$ cat config.mk
export PLATFORM = sky130hd
export DESIGN_NAME = temp_sensor_alarm_core
export DESIGN_NICKNAME = d
export VERILOG_FILES = /design/src/hdl/tsa_pkg.sv /design/src/hdl/thermal_cmp_if.sv /design/src/hdl/sync2.sv /design/src/hdl/alarm_eval.sv /design/src/hdl/temp_sensor_alarm_core.sv
export VERILOG_INCLUDE_DIRS = /design/src /design/src/hdl
export SDC_FILE = /design/constraint.sdc
export NUM_CORES = 1
export LEC_CHECK = 0
export BUFFER_PORTS_ARGS = -buffer_cell sky130_fd_sc_hd__buf_2
export CAP_MARGIN = 10
export CORE_MARGIN = 4
export CORE_UTILIZATION = 36
export DETAILED_ROUTE_END_ITERATION = 7
export PLACE_DENSITY_LB_ADDON = 0.25
export SLEW_MARGIN = 25
export SYNTH_ARGS = -nofsm -noshare
export SYNTH_HDL_FRONTEND = slang
export SYNTH_SLANG_ARGS = --single-unit
$ cat constraint.sdc
create_clock -name clk_i -period 6.7 [get_ports clk_i]
set_input_delay 0.335 -clock clk_i [delete_from_list [all_inputs] [get_ports clk_i]]
set_output_delay 0.335 -clock clk_i [all_outputs]
set_load 0.05 [all_outputs]
$ cat src/hdl/tsa_params.svh
`ifndef TSA_PARAMS_SVH
`define TSA_PARAMS_SVH

// ****************************************
// timing
// ****************************************
`define TSA_CLK_NS            20
`define TSA_LINK_MAX_KHZ      400
`define TSA_LINK_MIN_HALF_NS  (1000000 / (2 * `TSA_LINK_MAX_KHZ))
`define TSA_LINK_HALF_CYC     (`TSA_LINK_MIN_HALF_NS / `TSA_CLK_NS)
`define TSA_CONV_CYC_DEFAULT  32'h0000_2000

// ****************************************
// wishbone byte addresses
// ****************************************
`define TSA_ADR_TEMP          8'h00
`define TSA_ADR_CFG           8'h04
`define TSA_ADR_TOS           8'h08
`define TSA_ADR_HYSTERESIS_LIMIT          8'h0C
`define TSA_ADR_IRQ_STAT      8'h10
`define TSA_ADR_IRQ_MASK      8'h14
`define TSA_ADR_STATUS        8'h18

// ****************************************
// serial register pointers
// ****************************************
`define TSA_PTR_TEMP          2'h0
`define TSA_PTR_CFG           2'h1
`define TSA_PTR_HYSTERESIS_LIMIT          2'h2
`define TSA_PTR_TOS           2'h3

// ****************************************
// configuration fields
// ****************************************
`define TSA_CFG_SHDN          0
`define TSA_CFG_INT_MODE      1
`define TSA_CFG_FQ_LO         3
`define TSA_CFG_FQ_HI         4
`define TSA_CFG_RES_LO        5
`define TSA_CFG_RES_HI        6
`define TSA_CFG_RST           8'h00
`define TSA_CFG_MASK          8'h7B

// ****************************************
// reset values and constants
// ****************************************
`define TSA_TOS_RST           16'h4000
`define TSA_HYSTERESIS_LIMIT_RST          16'h3C00
`define TSA_I2C_ADDR_HI       4'h5
`define TSA_RES_LSB_MASK      16'h007F
`define TSA_FQ_N0             3'h1
`define TSA_FQ_N1             3'h2
`define TSA_FQ_N2             3'h4
`define TSA_FQ_N3             3'h6
`define TSA_IRQ_CONV          0
`define TSA_IRQ_ALARM         1

`endif

$ cat src/hdl/tsa_pkg.sv
`default_nettype none
package tsa_pkg;
  typedef enum logic {
    watch_hot,
    watch_cold
  } watch_t;

  typedef enum logic [2:0] {
    ser_idle,
    ser_addr,
    ser_ack,
    ser_wr,
    ser_rd,
    ser_rack
  } ser_state_t;
endpackage : tsa_pkg
`default_nettype wire

$ cat src/hdl/thermal_cmp_if.sv
`timescale 1ns/10ps
`default_nettype none
interface thermal_cmp_if;
  logic        conv_done;
  logic [15:0] temp;
  logic [15:0] overtemp_trip_limit;
  logic [15:0] hysteresis_limit;
  logic [1:0]  res;
  logic [1:0]  fq;
  logic        int_mode;
  logic        clear;
  logic        alarm;
  logic        alarm_set;

  modport core (output conv_done, temp, overtemp_trip_limit, hysteresis_limit, res, fq, int_mode, clear,
                input  alarm, alarm_set);
  modport eval (input  conv_done, temp, overtemp_trip_limit, hysteresis_limit, res, fq, int_mode, clear,
                output alarm, alarm_set);
endinterface : thermal_cmp_if
`default_nettype wire

$ cat src/hdl/sync2.sv
`timescale 1ns/10ps
`default_nettype none
module sync2 #(
  parameter int W = 1
) (
  input  wire logic         clk_i,
  input  wire logic         rst_i,
  input  wire logic [W-1:0] d_i,
  output var  logic [W-1:0] q_o
);
  logic [W-1:0] meta;

  always_ff @(posedge clk_i) begin
    if (rst_i) begin
      meta <= '0;
      q_o  <= '0;
    end else begin
      meta <= d_i;
      q_o  <= meta;
    end
  end
endmodule : sync2
`default_nettype wire

$ cat src/hdl/alarm_eval.sv
`include "tsa_params.svh"
`timescale 1ns/10ps
`default_nettype none
module alarm_eval (
  input wire logic   clk_i,
  input wire logic   rst_i,
  thermal_cmp_if.eval c
);
  logic [15:0]          res_mask;
  logic signed [15:0]   t_m;
  logic signed [15:0]   tos_m;
  logic signed [15:0]   hysteresis_limit_m;
  logic                 hot;
  logic                 cold;
  logic                 watching_cold;
  logic                 hit;
  logic [2:0]           need;
  logic [2:0]           cnt;
  logic [2:0]           cnt_inc;
  logic                 fire;
  tsa_pkg::watch_t      phase;
  tsa_pkg::watch_t      next_phase;
  logic [2:0]           next_cnt;
  logic                 next_alarm;
  logic                 next_set;

  // only the bits the resolution provides take part
  assign res_mask = ~(`TSA_RES_LSB_MASK >> c.res);
  assign t_m      = c.temp & res_mask;
  assign tos_m    = c.overtemp_trip_limit & res_mask;
  assign hysteresis_limit_m   = c.hysteresis_limit & res_mask;
  assign hot      = t_m > tos_m;
  assign cold     = t_m < hysteresis_limit_m;

  assign need = (c.fq == 2'h0) ? `TSA_FQ_N0 :
                (c.fq == 2'h1) ? `TSA_FQ_N1 :
                (c.fq == 2'h2) ? `TSA_FQ_N2 : `TSA_FQ_N3;

  assign watching_cold = c.int_mode ? (phase == tsa_pkg::watch_cold) : c.alarm;
  assign hit     = watching_cold ? cold : hot;
  assign cnt_inc = cnt + 3'h1;
  assign fire    = cnt_inc >= need;

  always_comb begin
    next_cnt   = cnt;
    next_alarm = c.alarm;
    next_phase = phase;
    next_set   = 1'b0;
    // a trip in the same cycle as a clear stands: the read saw the older state
    if (c.int_mode && c.clear) begin
      next_alarm = 1'b0;
    end
    if (c.conv_done) begin
      if (!hit) begin
        next_cnt = 3'h0;
      end else if (c.int_mode) begin
        if (fire) begin
          // interrupt mode fires on both crossings, cycling the watch
          next_alarm = 1'b1;
          next_set   = 1'b1;
          next_cnt   = 3'h0;
          next_phase = (phase == tsa_pkg::watch_hot) ? tsa_pkg::watch_cold
                                                     : tsa_pkg::watch_hot;
        end else begin
          next_cnt = cnt_inc;
        end
      end else if (c.alarm) begin
        next_alarm = 1'b0;
        next_cnt   = 3'h0;
      end else if (fire) begin
        next_alarm = 1'b1;
        next_set   = 1'b1;
        next_cnt   = 3'h0;
      end else begin
        next_cnt = cnt_inc;
      end
    end
  end

  always_ff @(posedge clk_i) begin
    if (rst_i) begin
      cnt         <= 3'h0;
      phase       <= tsa_pkg::watch_hot;
      c.alarm     <= 1'b0;
      c.alarm_set <= 1'b0;
    end else begin
      cnt         <= next_cnt;
      phase       <= next_phase;
      c.alarm     <= next_alarm;
      c.alarm_set <= next_set;
    end
  end
endmodule : alarm_eval
`default_nettype wire

$ cat src/hdl/temp_sensor_alarm_core.sv
// Function
// - after reset resolution is 9 bits and conversions run without any command
// - resolution selectable 9, 10, 11 or 12 bits
// - trip and hysteresis limits are separate 16-bit read/write registers
// - each new result is compared with the limits to drive the alarm
// - alarm runs in comparator mode or interrupt mode, chosen by software
// - alarm pin is open drain: it only pulls low or releases
// - three strap pins give the low three bits of the serial address
// - serial port works with link clocks up to 400 kHz
// - latest temperature result is readable at any time
// - fault queue field 00,01,10,11 means 1,2,4,6 consecutive faults, resets 00
// - comparator mode: trip after fault count hot, release below hysteresis
// - interrupt mode: cleared by shutdown or a read of temp, config, trip or hysteresis, then re-arms below hysteresis
// - result is left justified 16-bit two's complement, unused low bits zero
`include "tsa_params.svh"
`timescale 1ns/10ps
`default_nettype none
module temp_sensor_alarm_core #(
  parameter logic [31:0] CONV_CYCLES = `TSA_CONV_CYC_DEFAULT
) (
  input  wire logic        clk_i,
  input  wire logic        rst_i,
  input  wire logic        wb_cyc_i,
  input  wire logic        wb_stb_i,
  input  wire logic        wb_we_i,
  input  wire logic [7:0]  wb_adr_i,
  input  wire logic [3:0]  wb_sel_i,
  input  wire logic [31:0] wb_dat_i,
  output var  logic [31:0] wb_dat_o,
  output var  logic        wb_ack_o,
  output var  logic        irq_o,
  input  wire logic [15:0] adc_data_i,
  input  wire logic        scl_i,
  input  wire logic        sda_i,
  output var  logic        sda_o,
  output var  logic        sda_oe_o,
  input  wire logic        addr_strap_bit0_i,
  input  wire logic        addr_strap_bit1_i,
  input  wire logic        addr_strap_bit2_i,
  input  wire logic        thermal_alarm_out_i,
  output var  logic        thermal_alarm_out_o,
  output var  logic        thermal_alarm_out_oe_o
);

  // ****************************************
  // pin synchronisers
  // ****************************************
  logic [5:0] pins_raw;
  logic [5:0] pins_s;
  logic       scl_s;
  logic       sda_s;
  logic [2:0] strap_s;
  logic       alarm_pin_s;

  assign pins_raw = {thermal_alarm_out_i, addr_strap_bit2_i, addr_strap_bit1_i,
                     addr_strap_bit0_i, sda_i, scl_i};

  // at 50 MHz a 400 kHz link gives well over the needed samples per half period
  sync2 #(.W(6)) u_sync (
    .clk_i (clk_i),
    .rst_i (rst_i),
    .d_i   (pins_raw),
    .q_o   (pins_s)
  );

  assign scl_s       = pins_s[0];
  assign sda_s       = pins_s[1];
  assign strap_s     = pins_s[4:2];
  assign alarm_pin_s = pins_s[5];

  // ****************************************
  // registers
  // ****************************************
  logic [7:0]  cfg;
  logic [15:0] overtemp_trip_limit;
  logic [15:0] hysteresis_limit;
  logic [15:0] temp;
  logic [1:0]  irq_stat;
  logic [1:0]  irq_mask;
  logic [15:0] res_mask;
  logic [1:0]  res;
  logic        shdn;

  assign res      = cfg[`TSA_CFG_RES_HI:`TSA_CFG_RES_LO];
  assign shdn     = cfg[`TSA_CFG_SHDN];
  assign res_mask = ~(`TSA_RES_LSB_MASK >> res);

  // ****************************************
  // conversion timebase
  // ****************************************
  logic [31:0] conv_cnt;
  logic        conv_done;
  logic        conv_end;

  assign conv_end = (conv_cnt == CONV_CYCLES - 32'h0000_0001);

  // counts from reset on, so the first result needs no bus access
  always_ff @(posedge clk_i) begin
    if (rst_i) begin
      conv_cnt  <= 32'h0000_0000;
      conv_done <= 1'b0;
    end else begin
      conv_done <= !shdn && conv_end;
      if (shdn || conv_end) begin
        conv_cnt <= 32'h0000_0000;
      end else begin
        conv_cnt <= conv_cnt + 32'h0000_0001;
      end
    end
  end

  // result latched only at the end of a conversion; reads never disturb it
  always_ff @(posedge clk_i) begin
    if (rst_i) begin
      temp <= 16'h0000;
    end else if (!shdn && conv_end) begin
      temp <= adc_data_i & res_mask;
    end
  end

  // ****************************************
  // alarm evaluation
  // ****************************************
  thermal_cmp_if cmp ();
  logic wb_reg_read;
  logic ser_rd_stb;

  assign cmp.conv_done = conv_done;
  assign cmp.temp      = temp;
  assign cmp.overtemp_trip_limit       = overtemp_trip_limit;
  assign cmp.hysteresis_limit      = hysteresis_limit;
  assign cmp.res       = res;
  assign cmp.fq        = cfg[`TSA_CFG_FQ_HI:`TSA_CFG_FQ_LO];
  assign cmp.int_mode  = cfg[`TSA_CFG_INT_MODE];
  assign cmp.clear     = shdn || wb_reg_read || ser_rd_stb;

  alarm_eval u_eval (
    .clk_i (clk_i),
    .rst_i (rst_i),
    .c     (cmp.eval)
  );

  // active low alarm: pull down while alarm is set, otherwise release
  always_ff @(posedge clk_i) begin
    if (rst_i) begin
      thermal_alarm_out_o    <= 1'b0;
      thermal_alarm_out_oe_o <= 1'b0;
    end else begin
      thermal_alarm_out_o    <= 1'b0;
      thermal_alarm_out_oe_o <= cmp.alarm;
    end
  end

  // ****************************************
  // serial slave engine
  // ****************************************
  tsa_pkg::ser_state_t st;
  logic       scl_p;
  logic       sda_p;
  logic       scl_rise;
  logic       scl_fall;
  logic       bus_start;
  logic       bus_stop;
  logic [7:0] sh;
  logic [3:0] nbit;
  logic       rw;
  logic [1:0] byte_n;
  logic [1:0] ptr;
  logic [7:0] hi_byte;
  logic       addr_hit;
  logic [15:0] ser_rdata;
  logic [7:0]  tx_byte;
  logic        ser_wr_stb;
  logic [15:0] ser_wdata;
  logic        byte_done;

  assign scl_rise  = scl_s && !scl_p;
  assign scl_fall  = !scl_s && scl_p;
  assign bus_start = scl_s && scl_p && sda_p && !sda_s;
  assign bus_stop  = scl_s && scl_p && !sda_p && sda_s;
  assign addr_hit  = (sh[7:1] == {`TSA_I2C_ADDR_HI, strap_s});
  assign byte_done = scl_fall && (nbit == 4'h8);
  assign ser_rdata = (ptr == `TSA_PTR_TEMP) ? temp :
                     (ptr == `TSA_PTR_CFG)  ? {cfg, cfg} :
                     (ptr == `TSA_PTR_HYSTERESIS_LIMIT) ? hysteresis_limit : overtemp_trip_limit;
  assign tx_byte   = byte_n[0] ? ser_rdata[7:0] : ser_rdata[15:8];

  always_ff @(posedge clk_i) begin
    if (rst_i) begin
      scl_p <= 1'b1;
      sda_p <= 1'b1;
    end else begin
      scl_p <= scl_s;
      sda_p <= sda_s;
    end
  end

  always_ff @(posedge clk_i) begin
    if (rst_i) begin
      st         <= tsa_pkg::ser_idle;
      sh         <= 8'h00;
      nbit       <= 4'h0;
      rw         <= 1'b0;
      byte_n     <= 2'h0;
      ptr        <= `TSA_PTR_TEMP;
      hi_byte    <= 8'h00;
      sda_o      <= 1'b0;
      sda_oe_o   <= 1'b0;
      ser_rd_stb <= 1'b0;
      ser_wr_stb <= 1'b0;
      ser_wdata  <= 16'h0000;
    end else begin
      ser_rd_stb <= 1'b0;
      ser_wr_stb <= 1'b0;
      if (bus_start) begin
        st       <= tsa_pkg::ser_addr;
        nbit     <= 4'h0;
        sda_oe_o <= 1'b0;
      end else if (bus_stop) begin
        st       <= tsa_pkg::ser_idle;
        sda_oe_o <= 1'b0;
      end else begin
        unique case (st)
          tsa_pkg::ser_idle: begin
            nbit <= 4'h0;
          end
          tsa_pkg::ser_addr: begin
            if (scl_rise) begin
              sh   <= {sh[6:0], sda_s};
              nbit <= nbit + 4'h1;
            end else if (byte_done) begin
              nbit <= 4'h0;
              if (addr_hit) begin
                rw       <= sh[0];
                byte_n   <= 2'h0;
                sda_oe_o <= 1'b1;
                st       <= tsa_pkg::ser_ack;
              end else begin
                st <= tsa_pkg::ser_idle;
              end
            end
          end
          tsa_pkg::ser_ack: begin
            if (scl_fall) begin
              nbit <= 4'h0;
              if (rw) begin
                // reading any register counts as the clearing read
                ser_rd_stb <= (byte_n == 2'h0);
                sh         <= {tx_byte[6:0], 1'b1};
                sda_oe_o   <= !tx_byte[7];
                st         <= tsa_pkg::ser_rd;
              end else begin
                sda_oe_o <= 1'b0;
                st       <= tsa_pkg::ser_wr;
              end
            end
          end
          tsa_pkg::ser_wr: begin
            if (scl_rise) begin
              sh   <= {sh[6:0], sda_s};
              nbit <= nbit + 4'h1;
            end else if (byte_done) begin
              if (byte_n == 2'h0) begin
                ptr <= sh[1:0];
              end else if (byte_n == 2'h1 && ptr == `TSA_PTR_CFG) begin
                ser_wdata  <= {8'h00, sh};
                ser_wr_stb <= 1'b1;
              end else if (byte_n == 2'h1) begin
                hi_byte <= sh;
              end else if (byte_n == 2'h2 && ptr[1]) begin
                ser_wdata  <= {hi_byte, sh};
                ser_wr_stb <= 1'b1;
              end
              if (byte_n != 2'h3) begin
                byte_n <= byte_n + 2'h1;
              end
              sda_oe_o <= 1'b1;
              st       <= tsa_pkg::ser_ack;
            end
          end
          tsa_pkg::ser_rd: begin
            if (scl_rise) begin
              nbit <= nbit + 4'h1;
            end else if (byte_done) begin
              sda_oe_o <= 1'b0;
              st       <= tsa_pkg::ser_rack;
            end else if (scl_fall) begin
              sda_oe_o <= !sh[7];
              sh       <= {sh[6:0], 1'b1};
            end
          end
          tsa_pkg::ser_rack: begin
            if (scl_rise) begin
              if (sda_s) begin
                st <= tsa_pkg::ser_idle;
              end else begin
                byte_n <= byte_n + 2'h1;
              end
            end else if (scl_fall) begin
              nbit     <= 4'h0;
              sh       <= {tx_byte[6:0], 1'b1};
              sda_oe_o <= !tx_byte[7];
              st       <= tsa_pkg::ser_rd;
            end
          end
        endcase
      end
    end
  end

  // ****************************************
  // wishbone slave
  // ****************************************
  logic        wb_req;
  logic        wb_wr;
  logic        sel_cfg;
  logic        sel_tos;
  logic        sel_hysteresis_limit;
  logic        sel_temp;
  logic [15:0] lane_mask;
  logic [31:0] rd_mux;
  logic [15:0] wb_tos;
  logic [15:0] wb_hysteresis_limit;
  logic [7:0]  wb_cfg;

  assign wb_req      = wb_cyc_i && wb_stb_i && !wb_ack_o;
  assign wb_wr       = wb_req && wb_we_i;
  assign sel_temp    = wb_adr_i == `TSA_ADR_TEMP;
  assign sel_cfg     = wb_adr_i == `TSA_ADR_CFG;
  assign sel_tos     = wb_adr_i == `TSA_ADR_TOS;
  assign sel_hysteresis_limit    = wb_adr_i == `TSA_ADR_HYSTERESIS_LIMIT;
  assign wb_reg_read = wb_req && !wb_we_i && (sel_temp || sel_cfg || sel_tos || sel_hysteresis_limit);
  assign lane_mask   = {{8{wb_sel_i[1]}}, {8{wb_sel_i[0]}}};
  assign wb_tos      = (overtemp_trip_limit & ~lane_mask) | (wb_dat_i[15:0] & lane_mask);
  assign wb_hysteresis_limit     = (hysteresis_limit & ~lane_mask) | (wb_dat_i[15:0] & lane_mask);
  assign wb_cfg      = wb_sel_i[0] ? (wb_dat_i[7:0] & `TSA_CFG_MASK) : cfg;

  assign rd_mux = sel_temp                       ? {16'h0000, temp} :
                  sel_cfg                        ? {24'h00_0000, cfg} :
                  sel_tos                        ? {16'h0000, overtemp_trip_limit} :
                  sel_hysteresis_limit                       ? {16'h0000, hysteresis_limit} :
                  wb_adr_i == `TSA_ADR_IRQ_STAT  ? {30'h0000_0000, irq_stat} :
                  wb_adr_i == `TSA_ADR_IRQ_MASK  ? {30'h0000_0000, irq_mask} :
                  wb_adr_i == `TSA_ADR_STATUS    ? {27'h000_0000, strap_s,
                                                    alarm_pin_s, cmp.alarm} :
                  32'h0000_0000;

  // one wait state: ack and data both come from flops
  always_ff @(posedge clk_i) begin
    if (rst_i) begin
      wb_ack_o <= 1'b0;
      wb_dat_o <= 32'h0000_0000;
    end else begin
      wb_ack_o <= wb_req;
      wb_dat_o <= wb_req ? rd_mux : 32'h0000_0000;
    end
  end

  // the bus port wins if both ports write the same cycle
  always_ff @(posedge clk_i) begin
    if (rst_i) begin
      cfg  <= `TSA_CFG_RST;
      overtemp_trip_limit  <= `TSA_TOS_RST;
      hysteresis_limit <= `TSA_HYSTERESIS_LIMIT_RST;
    end else begin
      if (wb_wr && sel_cfg) begin
        cfg <= wb_cfg;
      end else if (ser_wr_stb && ptr == `TSA_PTR_CFG) begin
        cfg <= ser_wdata[7:0] & `TSA_CFG_MASK;
      end
      if (wb_wr && sel_tos) begin
        overtemp_trip_limit <= wb_tos;
      end else if (ser_wr_stb && ptr == `TSA_PTR_TOS) begin
        overtemp_trip_limit <= ser_wdata;
      end
      if (wb_wr && sel_hysteresis_limit) begin
        hysteresis_limit <= wb_hysteresis_limit;
      end else if (ser_wr_stb && ptr == `TSA_PTR_HYSTERESIS_LIMIT) begin
        hysteresis_limit <= ser_wdata;
      end
    end
  end

  // ****************************************
  // interrupts
  // ****************************************
  logic [1:0] irq_ev;
  logic [1:0] irq_w1c;
  logic [1:0] next_irq_stat;

  assign irq_ev        = {cmp.alarm_set, conv_done};
  assign irq_w1c       = (wb_wr && wb_adr_i == `TSA_ADR_IRQ_STAT && wb_sel_i[0])
                         ? wb_dat_i[1:0] : 2'h0;
  assign next_irq_stat = (irq_stat & ~irq_w1c) | irq_ev;

  always_ff @(posedge clk_i) begin
    if (rst_i) begin
      irq_stat <= 2'h0;
      irq_mask <= 2'h0;
      irq_o    <= 1'b0;
    end else begin
      irq_stat <= next_irq_stat;
      if (wb_wr && wb_adr_i == `TSA_ADR_IRQ_MASK && wb_sel_i[0]) begin
        irq_mask <= wb_dat_i[1:0];
      end
      irq_o <= |(next_irq_stat & irq_mask);
    end
  end

endmodule : temp_sensor_alarm_core
`default_nettype wire

Yosys cells after proc, flatten, opt, wreduce, memory -nomap -nowiden --
Cells that the tools add are included.
Operators by class: $lt $le $gt $ge 3, mux-type cells 96, reductions and logical operators 78, shifts and indexed selects 1, add/sub/neg operators 4, bitwise logic cells 28, equality and inequality tests 55
Operator list (number):
- 2-to-1 mux 16 bit | 14
- AND 16 bit | 7
- 2-to-1 mux 8 bit | 12
- 2-to-1 mux 3 bit | 17
- != test 2 bit (second input constant) | 18
- AND reduction 11 bit | 3
- adder 32 x 1 -> 32 bit (second input constant) | 1
- equality test 32 x 13 -> 1 bit (second input constant) | 1
- inverter 16 bit | 2
- bitwise OR 16 bit | 2
- case mux 8 bit (4 select lines) | 1
- 2-to-1 mux 1 bit | 29
- != test 4 bit (second input constant) | 7
- logical AND 1 bit | 27
- equality test 8 x 5 -> 1 bit (second input constant) | 3
- 2-to-1 mux 2 bit | 11
- 2-to-1 mux 4 bit | 5
- case mux 4 bit (5 select lines) | 1
- AND reduction 10 bit | 2
- equality test 8 x 4 -> 1 bit (second input constant) | 2
- > comparator 16 bit | 1
- less-than comparator 16 bit | 1
- AND reduction 8 bit | 2
- right shift 7 x 2 -> 16 bit (first input constant) | 1
- 43 further kinds | 95
Word-level totals: output and inout bits 38, logic and storage cells 298, input port bits 71, register bits after elaboration 195

Logic depth before layout (Yosys ltp) --
Gate-level depths: netlist (run 1).
word-level depth 14, gate-level depth with buffers 10, mapped depth without buffers 9

Hierarchy --
From an unflattened synthesis (run 1), not the netlist that was laid out.
Unflattened totals: cells, all modules 1112, area total of the unflattened synthesis 9609.2 um^2
By module, submodules not included:
- temp_sensor_alarm_core | area each 8209.1 um^2, seq. area each 3103.0 um^2, cells an instance 953, instances 1
- alarm_eval | area each 1033.5 um^2, seq. area each 120.1 um^2, cells an instance 134, instances 1
- sync2 | area each 366.6 um^2, seq. area each 240.2 um^2, cells an instance 25, instances 1

Worst setup path before layout (run 1) --
OpenSTA, ideal clock, no wires.
kind flip-flop to flip-flop, start reg wb_ack_o, end reg with a tool-made name, data arrival time 2.157 ns, path slack 4.426 ns, required time 6.583 ns, period minus slack after synthesis 2.274 ns, buffers on the path 1, cell stages (with the launch flop) 9, setup time 0.117 ns, cells stage by stage dfxtp_1 and3b_1 and3_1 and3_1 nor3b_1 a21o_1 buf_2 mux2i_1 nand2b_1
RTL lines:
- from (decl) | line temp_sensor_alarm_core.sv:30 | output var logic wb_ack_o,
- from (signal assigned) | line temp_sensor_alarm_core.sv:354 | wb_ack_o <= wb_req;

==> results by group, run 1 <==
Clock tree
  • # resized after CTS: 0
  • Hold buffers post-CTS: 0
  • Root Driver: clkbuf_16
  • Skew-Pair Late Insertion Delay: approximately 430 ps
  • CTS max path bufs: 2
  • H-tree depth: 4
  • Reg clk slew, reported paths: 60 ps
  • Cts bufs inserted: 17
  • CTS tree: built
  • Setup repair bufs after CTS: 0
  • CTS Sinks: ~170

Final layout
  • Fraction of layout cells with a size suffix above 1: between 10% and 20%
  • Area Overhead vs Synth: 11.3%
  • Final Instance Area: 10,300 µm²
  • Final Util: between 40% and 50%
  • Most frequent cells in the layout: dfxtp_1, nor2_1, nand2_1
  • NumNets Final: approximately 1,200
  • Most common cell after layout, fill and taps aside: dfxtp_1

Min path
  • WHS Endpoint: u_sync.meta[0]$_SDFF_PP0_
  • Hold Startpoint: scl_i
  • Hold WC Path Type: in -> reg
  • Hold Path Depth: 2

Floorplanning
  • Die Span Y: 168 µm
  • I/O pins: roughly 110
  • Die area: 28,200 µm²
  • Row count: just under 60
  • Die Wd: approximately 170 µm
  • Initial Utilization: between 30% and 40%
  • Core box area: 25,200 µm²

Worst setup path
  • CP cell instances: buf_2 > or4_4 > nor4_4 > nand3_4 > o21ai_4 > nor2_1 > a211oi_2
  • CP delay by family, top: simple AND/OR/NAND/NOR gates
  • CP arrival: 3310 ps
  • R2R setup slack: about 3800 ps
  • Critical Path RT: just over 7000 ps
  • CP bufs+invs: 1
  • Crit Path Max Fanout: 35
  • Kind of critical path: in -> reg
  • Biggest cell delay along the critical path: about 800 ps
  • Crit-path slowest cell: nor4_4
  • Worst Setup End Kind: register
  • CP startpoint kind: primary input
  • R2r startpoint: u_sync.q_o[0]$_SDFF_PP0_
  • R2R depth: 8
  • R2R Path End: hi_byte[7]$_SDFFE_PP0P_

Route
  • Antenna-violating nets left: 0
  • DRC Markers: 0
  • Detailed Route WL: 24,700 µm
  • Vias per cell: 5.21
  • Via count: between 7,000 and 8,000
  • Drt wl/cell: ~17 µm
  • DRT Pass-1 Iters: 5
  • Initial DRC count: between 600 and 700

Synth
  • Sequential share of the synthesized area: 37.6%
  • Post-synth EDFFs: 0
  • Netlist cell types: 72
  • Synth Flop Type: dfxtp_1
  • Synth Register Bits: about 170
  • Mean post-synth cell area: ~8.4 µm²
  • Syn Inst Count: roughly 1,100
  • Share of synthesized flip-flops with an asynchronous set or reset: 0%
  • Synth warn: 0
  • Post-Syn Area: ~9200 µm²

Power
  • Sw Pwr: ~0.0005 W
  • Sw frac: about a quarter
  • Cell Pwr Density: ~200 nW/µm²
  • Design Power: roughly 0.0020 W
  • Combinational fraction of design power: under 10%
  • Flop pwr share: between 50% and 60%
  • Peak supply drop: between 0.15 and 0.2 mV
  • Leak pwr: 3.74 nW
  • Power Internal: 0.00154 W
  • Clock Power Share: between 40% and 50%

Global route
  • Grt ovf: 0
  • Pin count of the biggest net entering global routing: 96
  • All-layer global routing usage: between 15 and 20%
  • Initial antenna violation count: 4
  • First-pass GRT wire length: between 30,000 and 40,000 µm
  • Vias in the first global route: 7,119

Timing
  • RSZ-0062 raised after global routing: false
  • Worst rel slew slack: roughly 35%
  • Final Hold Fails: 0
  • Minimum clock period: a little under 3000 ps
  • Peak Freq: 337 MHz
  • TNS Setup: 0 ps
  • Worst-Margin Slew: between 900 and 1000 ps
  • Skew final: between 10 and 15 ps
  • Final Slew Violations: 0
  • Final Cycle Share: between 40% and 50%
  • Final setup fails: 0

Placement
  • GP Congestion: roughly 0.9
  • Detailed placement HPWL: around 18,000 µm
  • Placed Area: 9700 µm²
  • Port bufs: between 60 and 70

Job
  • Max_cap viols: 0

Status
  • Status: complete, no violations
cell usage after synthesis, types with 16 or more instances:
cell type    n  area share (%)
a211oi_1    20             1.6
inv_1       36             1.5
nor2b_1     19             1.3
a21oi_1     83             4.5
dfxtp_1    173              38
nand2b_1    20             1.4
ha_1        37             5.0
a211oi_2    16             2.2
o21ai_1     21             1.1
o21ai_0     27             1.5
mux2i_1     57             6.2
buf_4       18             1.5
clkbuf_1    46             1.9
nand3_1     39             2.1
xor2_1      23             2.2
nor2_1     169             6.9
nand2_1    104             4.2
metrics by stage:
step / instances / hold WS [ps] / setup WS [ps]
finish: 1476 / 115 / 3730
global route: 1475 / 97.0 / 3450
floorplan: 1116 / 414 / 4430
CTS: 1473 / 102 / 3630
global placement: 1441 / 423 / 3340
detailed placement: 1441 / 426 / 3330
kinds of logic (layout without fill, tap and decap cells):
| family | count (synthesis) | in the layout | synth area share [%] |
|---|---|---|---|
| and+or+nand+nor | 444 | 444 | 23.6 |
| AOI/OAI and AO/OA | 224 | 224 | 16.2 |
| DFF | 173 | 173 | 37.6 |
| buffers and inverters | 115 | 143 | 5.71 |
| muxes | 70 | 70 | 8.52 |
| adders and majority gates | 37 | 37 | 5.03 |
| xor gates and xnor gates | 35 | 35 | 3.33 |
| other | 1 | 20 | 0.0407 |
power by group through the flow:
| stage | clock [W] | sequential (W) | combinational (W) |
|---|---|---|---|
| after floorplan | 0 | 0.00106 | 0.0000732 |
| after global placement | 0 | 0.00106 | 0.0000944 |
| after detailed placement | 0 | 0.00106 | 0.0000948 |
| after CTS | 0.000923 | 0.00104 | 0.0000951 |
| after global routing | 0.000975 | 0.00104 | 0.000104 |
| final | 0.000901 | 0.00104 | 0.0000952 |
cell type report:
| class | instances | area [µm²] |
|---|---|---|
| flip-flops and latches | 173 | 3460 |
| fillers | 2565 | 14900 |
| clock buffers | 20 | 437 |
| diodes | 2 | 5.00 |
| inverters | 39 | 146 |
| multi-input cells | 828 | 5320 |
| clock inverters | 12 | 91.3 |
| well taps | 330 | 413 |
| repair buffers | 72 | 377 |
worst reg2reg max path, delay by kind of cell, from the launching register on:
family,cells,cell delay [ps]
adders and majority gates,1,280
buffers and inverters,1,60
DFF,1,330
muxes,1,280
and+or+nand+nor,5,1800
metal layers:
metal	share of wire, %	global-route usage [%]	wire [µm]
met3	6.0	4.72	1470
met5	0.13	0	31
met2	44	26.5	10900
met4	2.0	4.98	494
met1	48	24.7	11700
how the worst max path moves through the flow:
stage	from	to	slack, ps	depth (start not counted)
6_report	wb_adr_i[1]	register	3730	7
5_1_grt	wb_adr_i[1]	register	3450	7
4_1_cts	u_sync.q_o[0]$_SDFF_PP0_	ser_wdata[9]$_SDFFE_PP0P_	3630	8
3_5_place_dp	wb_adr_i[1]	register	3330	7
3_3_place_gp	wb_adr_i[1]	register	3340	7
2_1_floorplan	wb_ack_o$_SDFF_PP0_	register	4430	8
(Power assumes the default switching activity.)
==> inputs of run 2 (changes only) <==
- clock period: 6.7 -> 3.11 ns (I/O delays scaled with it)
==> run 2 against run 1 <==
Effect of this change: critical path depth increased by 2; first-iteration DRC count decreased by 20%; count of clock-buffer cells in the layout increased by 1; global-route usage increased by 0.29 points; worst hold slack got worse by 91 ps; non-clock buffer count increased by 37; routed wire length increased by 1.3%; utilization increased by 1.6 points; sequential cell count unchanged; highest routed layer unchanged.
==> results by group, run 2 (same netlist as run 1, synthesis figures left out) <==
Status
  • Status: complete, no violations

Final layout
  • Final Util: between 40% and 50%
  • Most frequent cells in the layout: dfxtp_1, nor2_1, nand2_1
  • Most common cell after layout, fill and taps aside: dfxtp_1
  • Fraction of layout cells with a size suffix above 1: around 14%
  • Area Overhead vs Synth: 15.7%
  • NumNets Final: about 1,300

Route
  • Antenna-violating nets left: 0
  • Drt wl/cell: roughly 17 µm
  • Detailed Route WL: ~25,000 µm
  • DRC Markers: 0
  • Vias per cell: around 5.1
  • DRT Pass-1 Iters: 5
  • Initial DRC count: roughly 500
  • Via count: between 7,000 and 8,000

Floorplanning
  • Die Wd: ~170 µm
  • Initial Utilization: between 30% and 40%
  • I/O pins: roughly 110
  • Die Span Y: around 170 µm
  • Die area: ~28,000 µm²
  • Core box area: 25,200 µm²
  • Row count: 58

Placement
  • GP Congestion: 0.873
  • Detailed placement HPWL: between 15,000 and 20,000 µm
  • Port bufs: between 60 and 70

Worst setup path
  • Kind of critical path: reg -> reg
  • CP startpoint kind: register
  • R2R depth: 9
  • CP arrival: ~2800 ps
  • R2R setup slack: 670 ps
  • Crit Path Max Fanout: 14
  • Worst Setup End Kind: register
  • Critical Path RT: 3480 ps
  • R2r startpoint: cfg[6]$_SDFFE_PP0P_
  • R2R Path End: u_eval.c.alarm$_SDFF_PP0_

Power
  • Leak pwr: approximately 4.0 nW
  • Cell Pwr Density: 447 nW/µm²
  • Peak supply drop: approximately 0.42 mV

Clock tree
  • Cts bufs inserted: 17
  • CTS Sinks: ~170
  • Skew-Pair Late Insertion Delay: ~440 ps
  • CTS tree: built
  • Reg clk slew, reported paths: ~70 ps
  • Root Driver: clkbuf_16
  • Setup repair bufs after CTS: 0
  • CTS max path bufs: 2
  • H-tree depth: 4

Min path
  • WHS Endpoint: irq_mask[0]$_SDFFE_PP0P_
  • Hold Path Depth: 3
  • Hold Startpoint: wb_dat_i[0]
  • Hold WC Path Type: in -> reg

Timing
  • Skew final: 14.1 ps
  • Worst-Margin Slew: approximately 690 ps
  • Final Cycle Share: roughly four fifths
  • RSZ-0062 raised after global routing: false
  • Peak Freq: just over 400 MHz
  • Final Hold Fails: 0
  • TNS Setup: 0 ps
  • Final setup fails: 0
  • Final Slew Violations: 0
  • Minimum clock period: 2440 ps
  • Worst rel slew slack: a little over half

Global route
  • Vias in the first global route: between 7,000 and 8,000
  • Initial antenna violation count: 4
  • First-pass GRT wire length: about 40,000 µm
  • Grt ovf: 0
  • Pin count of the biggest net entering global routing: 60
  • All-layer global routing usage: around 18%

Job
  • Max_cap viols: 0
run 2: cell types whose count changed in the layout (fill, tap and decap cells not counted), sizes merged:
cell / delta
buf: +19
bufinv: +4
clkbuf: +1
clkinv: +2
clkinvlp: -6
diode: -1
dlygate4sd3: +18
inv: -2
run 2: what timing repair did:
item                                   4_1_cts  5_1_grt
gates resized for setup                      0        0
hold buffers                                18        0
endpoints found under the hold margin       18        0
run 2: layer usage:
| layer | GRT usage [%] | vias to the layer above | routed length (µm) |
|---|---|---|---|
| met5 | 0 | - | 29 |
| met1 | 24.7 | 3614 | 12000 |
| met2 | 28.4 | 138 | 11300 |
| li1 | - | 3952 | - |
| met3 | 4.39 | 22 | 1340 |
| met4 | 3.71 | 6 | 269 |
run 2: final cells by class:
class	instances	area, µm²
multi-input cells	828	5300
clock inverters	10	163
diodes	1	2.50
clock buffers	21	470
repair buffers	109	696
flip-flops and latches	173	3460
well taps	330	413
inverters	39	146
fillers	2493	14500
run 2: power by group:
part           internal (W)  switching, W  total, W
combinational     0.0000702      0.000155  0.000225
sequential          0.00223     0.0000106   0.00224
clock               0.00140      0.000891   0.00230
run 2: through the flow:
stage / power [W] / cells / area [µm²] / setup slack, ps / hold WS, ps
after floorplan: 0.00245 / 1116 / 9270 / 836 / 284
after global placement: 0.00250 / 1461 / 9840 / 683 / 371
after detailed placement: 0.00250 / 1461 / 9840 / 622 / 370
after CTS: 0.00481 / 1510 / 10700 / 684 / 10.4
after global routing: 0.00492 / 1511 / 10700 / 433 / 28.8
final: 0.00476 / 1511 / 10700 / 666 / 24.0
run 2: worst max-delay path: stages, from the launching register on:
cell	delay, ps
dfxtp_1	620
nand2_1	120
ha_1	310
a21oi_1	80
a21oi_1	160
o31ai_1	80
a211oi_1	550
nand3_1	140
a21boi_1	170
a31oi_1	150
run 2: worst max path at each step:
| stage | from | endpoint | slack (ps) | cells after the start |
|---|---|---|---|---|
| finish | cfg[6]$_SDFFE_PP0P_ | u_eval.c.alarm$_SDFF_PP0_ | 670 | 9 |
| global route | cfg[6]$_SDFFE_PP0P_ | u_eval.c.alarm$_SDFF_PP0_ | 430 | 9 |
| CTS | cfg[6]$_SDFFE_PP0P_ | u_eval.c.alarm$_SDFF_PP0_ | 680 | 9 |
| detailed placement | wb_adr_i[1] | register | 620 | 7 |
| global placement | cfg[6]$_SDFFE_PP0P_ | u_eval.c.alarm$_SDFF_PP0_ | 680 | 9 |
| floorplan | wb_ack_o$_SDFF_PP0_ | register | 840 | 8 |
==> inputs of run 3 (changes only) <==
- clock period: 3.11 -> 2.2 ns (I/O delays scaled with it)
==> run 3 against run 2 <==
Effect of this change: first-iteration DRC count decreased by 3.6%; worst hold slack got worse by 15 ps; global-route usage increased by 0.60 points; clock power increased by 30%; non-clock buffer count increased by 66; via count increased by 5.9%.
==> results by group, run 3 (same netlist as run 1, synthesis figures left out) <==
Global route
  • All-layer global routing usage: 18.4%
  • Grt ovf: 0
  • First-pass GRT wire length: around 42,000 µm
  • Pin count of the biggest net entering global routing: 43
  • Vias in the first global route: 7,739
  • Initial antenna violation count: 4

Timing
  • Final Hold Fails: 0
  • Minimum clock period: approximately 2100 ps
  • RSZ-0062 raised after global routing: true
  • Final Slew Violations: 0
  • Peak Freq: 479 MHz
  • Worst-Margin Slew: 910 ps
  • TNS Setup: 0 ps
  • Worst rel slew slack: about two fifths
  • Final Cycle Share: a little over nine tenths
  • Skew final: between 8 and 9 ps
  • Final setup fails: 0

Worst setup path
  • CP startpoint kind: register
  • R2R depth: 10
  • R2R Path End: u_eval.c.alarm$_SDFF_PP0_
  • R2R setup slack: ~110 ps
  • Kind of critical path: reg -> reg
  • Critical Path RT: roughly 2600 ps
  • Crit Path Max Fanout: 4
  • CP arrival: ~2500 ps
  • Worst Setup End Kind: register

Power
  • Combinational fraction of design power: between 5 and 6%
  • Power Internal: roughly 0.0049 W
  • Sw frac: 24.9%
  • Cell Pwr Density: 575 nW/µm²
  • Sw Pwr: between 0.0015 and 0.002 W
  • Flop pwr share: about half
  • Clock Power Share: 46.0%
  • Design Power: approximately 0.0065 W
  • Leak pwr: 4.32 nW
  • Peak supply drop: 0.536 mV

Route
  • Antenna-violating nets left: 0
  • Initial DRC count: 477
  • Detailed Route WL: about 27,000 µm
  • Drt wl/cell: ~17 µm
  • Vias per cell: approximately 5.2
  • Via count: between 8,000 and 9,000
  • DRC Markers: 0
  • DRT Pass-1 Iters: 5

Placement
  • Port bufs: between 60 and 70
  • Detailed placement HPWL: about 20,000 µm
  • Placed Area: about 10,000 µm²
  • GP Congestion: just over 0.9

Floorplanning
  • Core box area: 25,200 µm²
  • Die Wd: 168 µm
  • Die area: between 20,000 and 30,000 µm²
  • Row count: 58
  • Initial Utilization: a little over a third
  • I/O pins: between 100 and 150
  • Die Span Y: about 170 µm

Clock tree
  • CTS Sinks: 173
  • Cts bufs inserted: 17
  • CTS max path bufs: 2
  • Skew-Pair Late Insertion Delay: 430 ps
  • CTS tree: built
  • H-tree depth: 4
  • Reg clk slew, reported paths: 70 ps
  • Root Driver: clkbuf_16

Final layout
  • NumNets Final: about 1,300
  • Most common cell after layout, fill and taps aside: nor2_1
  • Fraction of layout cells with a size suffix above 1: between 20 and 25%
  • Fill count: about 2,400
  • Most frequent cells in the layout: nor2_1, dfxtp_1, nand2_1
  • Area Overhead vs Synth: 22.6%
  • Final Instance Area: 11,300 µm²

Min path
  • Hold Path Depth: 3
  • WHS Endpoint: irq_mask[1]$_SDFFE_PP0P_
  • Hold Startpoint: wb_dat_i[1]
  • Hold WC Path Type: in -> reg

Status
  • Status: complete, no violations

Job
  • Max_cap viols: 0
run 3: cell types whose count changed in the layout (fill, tap and decap cells not counted), moves of 3 or more:
cell,previous run,this run
dfxtp_2,0,16
inv_2,3,7
ha_4,0,7
inv_1,36,32
bufinv_16,4,1
buf_4,24,86
dfxtp_1,173,156
ha_1,37,30
inv_6,0,4
run 3: what timing repair did:
item	CTS	global route
cloned	0	0
endpoints found under the hold margin	19	0
hold buffers	19	0
setup endpoints to repair	5	42
gates resized for setup	2	43
buffers inserted	0	2
pin swaps	1	14
run 3: layer usage:
metal	up-vias	routed length (µm)	share of wire [%]	global-route usage, %
li1	4092	-	-	-
met1	3836	12500	47	25.1
met2	214	12000	45	29.0
met3	39	1560	5.9	4.58
met4	8	488	1.8	5.50
met5	-	31	0.12	0
run 3: power groups by stage:
stage / combinational [W] / clock [W] / sequential, W
after floorplan: 0.000223 / 0 / 0.00324
after global placement: 0.000311 / 0 / 0.00324
after detailed placement: 0.000313 / 0 / 0.00324
after CTS: 0.000339 / 0.00305 / 0.00316
after global routing: 0.000371 / 0.00318 / 0.00317
final: 0.000343 / 0.00299 / 0.00316
run 3: worst max path at each step:
stage / endpoint / slack, ps / from
floorplan: hi_byte[4]$_SDFFE_PP0P_ / 20 / u_sync.q_o[0]$_SDFF_PP0_
global placement: u_eval.phase$_SDFFE_PP0P_ / -5 / register
detailed placement: u_eval.phase$_SDFFE_PP0P_ / -80 / cfg[6]$_SDFFE_PP0P_
CTS: register / 0.3 / wb_ack_o$_SDFF_PP0_
global route: hi_byte[5]$_SDFFE_PP0P_ / -40 / nbit[0]$_SDFFE_PP0P_
finish: u_eval.c.alarm$_SDFF_PP0_ / 110 / register
run 3: per-stage QoR:
step | cells | hold slack [ps] | util (%) | worst slack [ps]
final | 1578 | 8.79 | 44.8 | 111
after global routing | 1577 | 27.5 | 44.8 | -38.9
after CTS | 1575 | 11.0 | 44.1 | 0.292
after detailed placement | 1524 | 322 | 41.0 | -82.1
after global placement | 1524 | 326 | 41.0 | -4.78
after floorplan | 1116 | 238 | - | 16.2
run 3: layout make-up:
class / instances / area, µm² / area share, %
repair buffers: 175 / 1220 / 10.8
inverters: 39 / 146 / 1.30
diodes: 1 / 2.50 / 0.0222
clock buffers: 18 / 439 / 3.89
flip-flops and latches: 173 / 3490 / 30.9
multi-input cells: 828 / 5440 / 48.2
clock inverters: 14 / 134 / 1.19
well taps: 330 / 413 / 3.66
run 3: critical path, cell delays in order, from the launching register on:
cell,delay (ps)
dfxtp_1,350
inv_1,60
ha_1,280
a21oi_1,150
o21ai_0,100
a311oi_1,260
o21ai_1,110
mux2i_1,130
buf_4,150
or2_1,250
a31oi_1,160
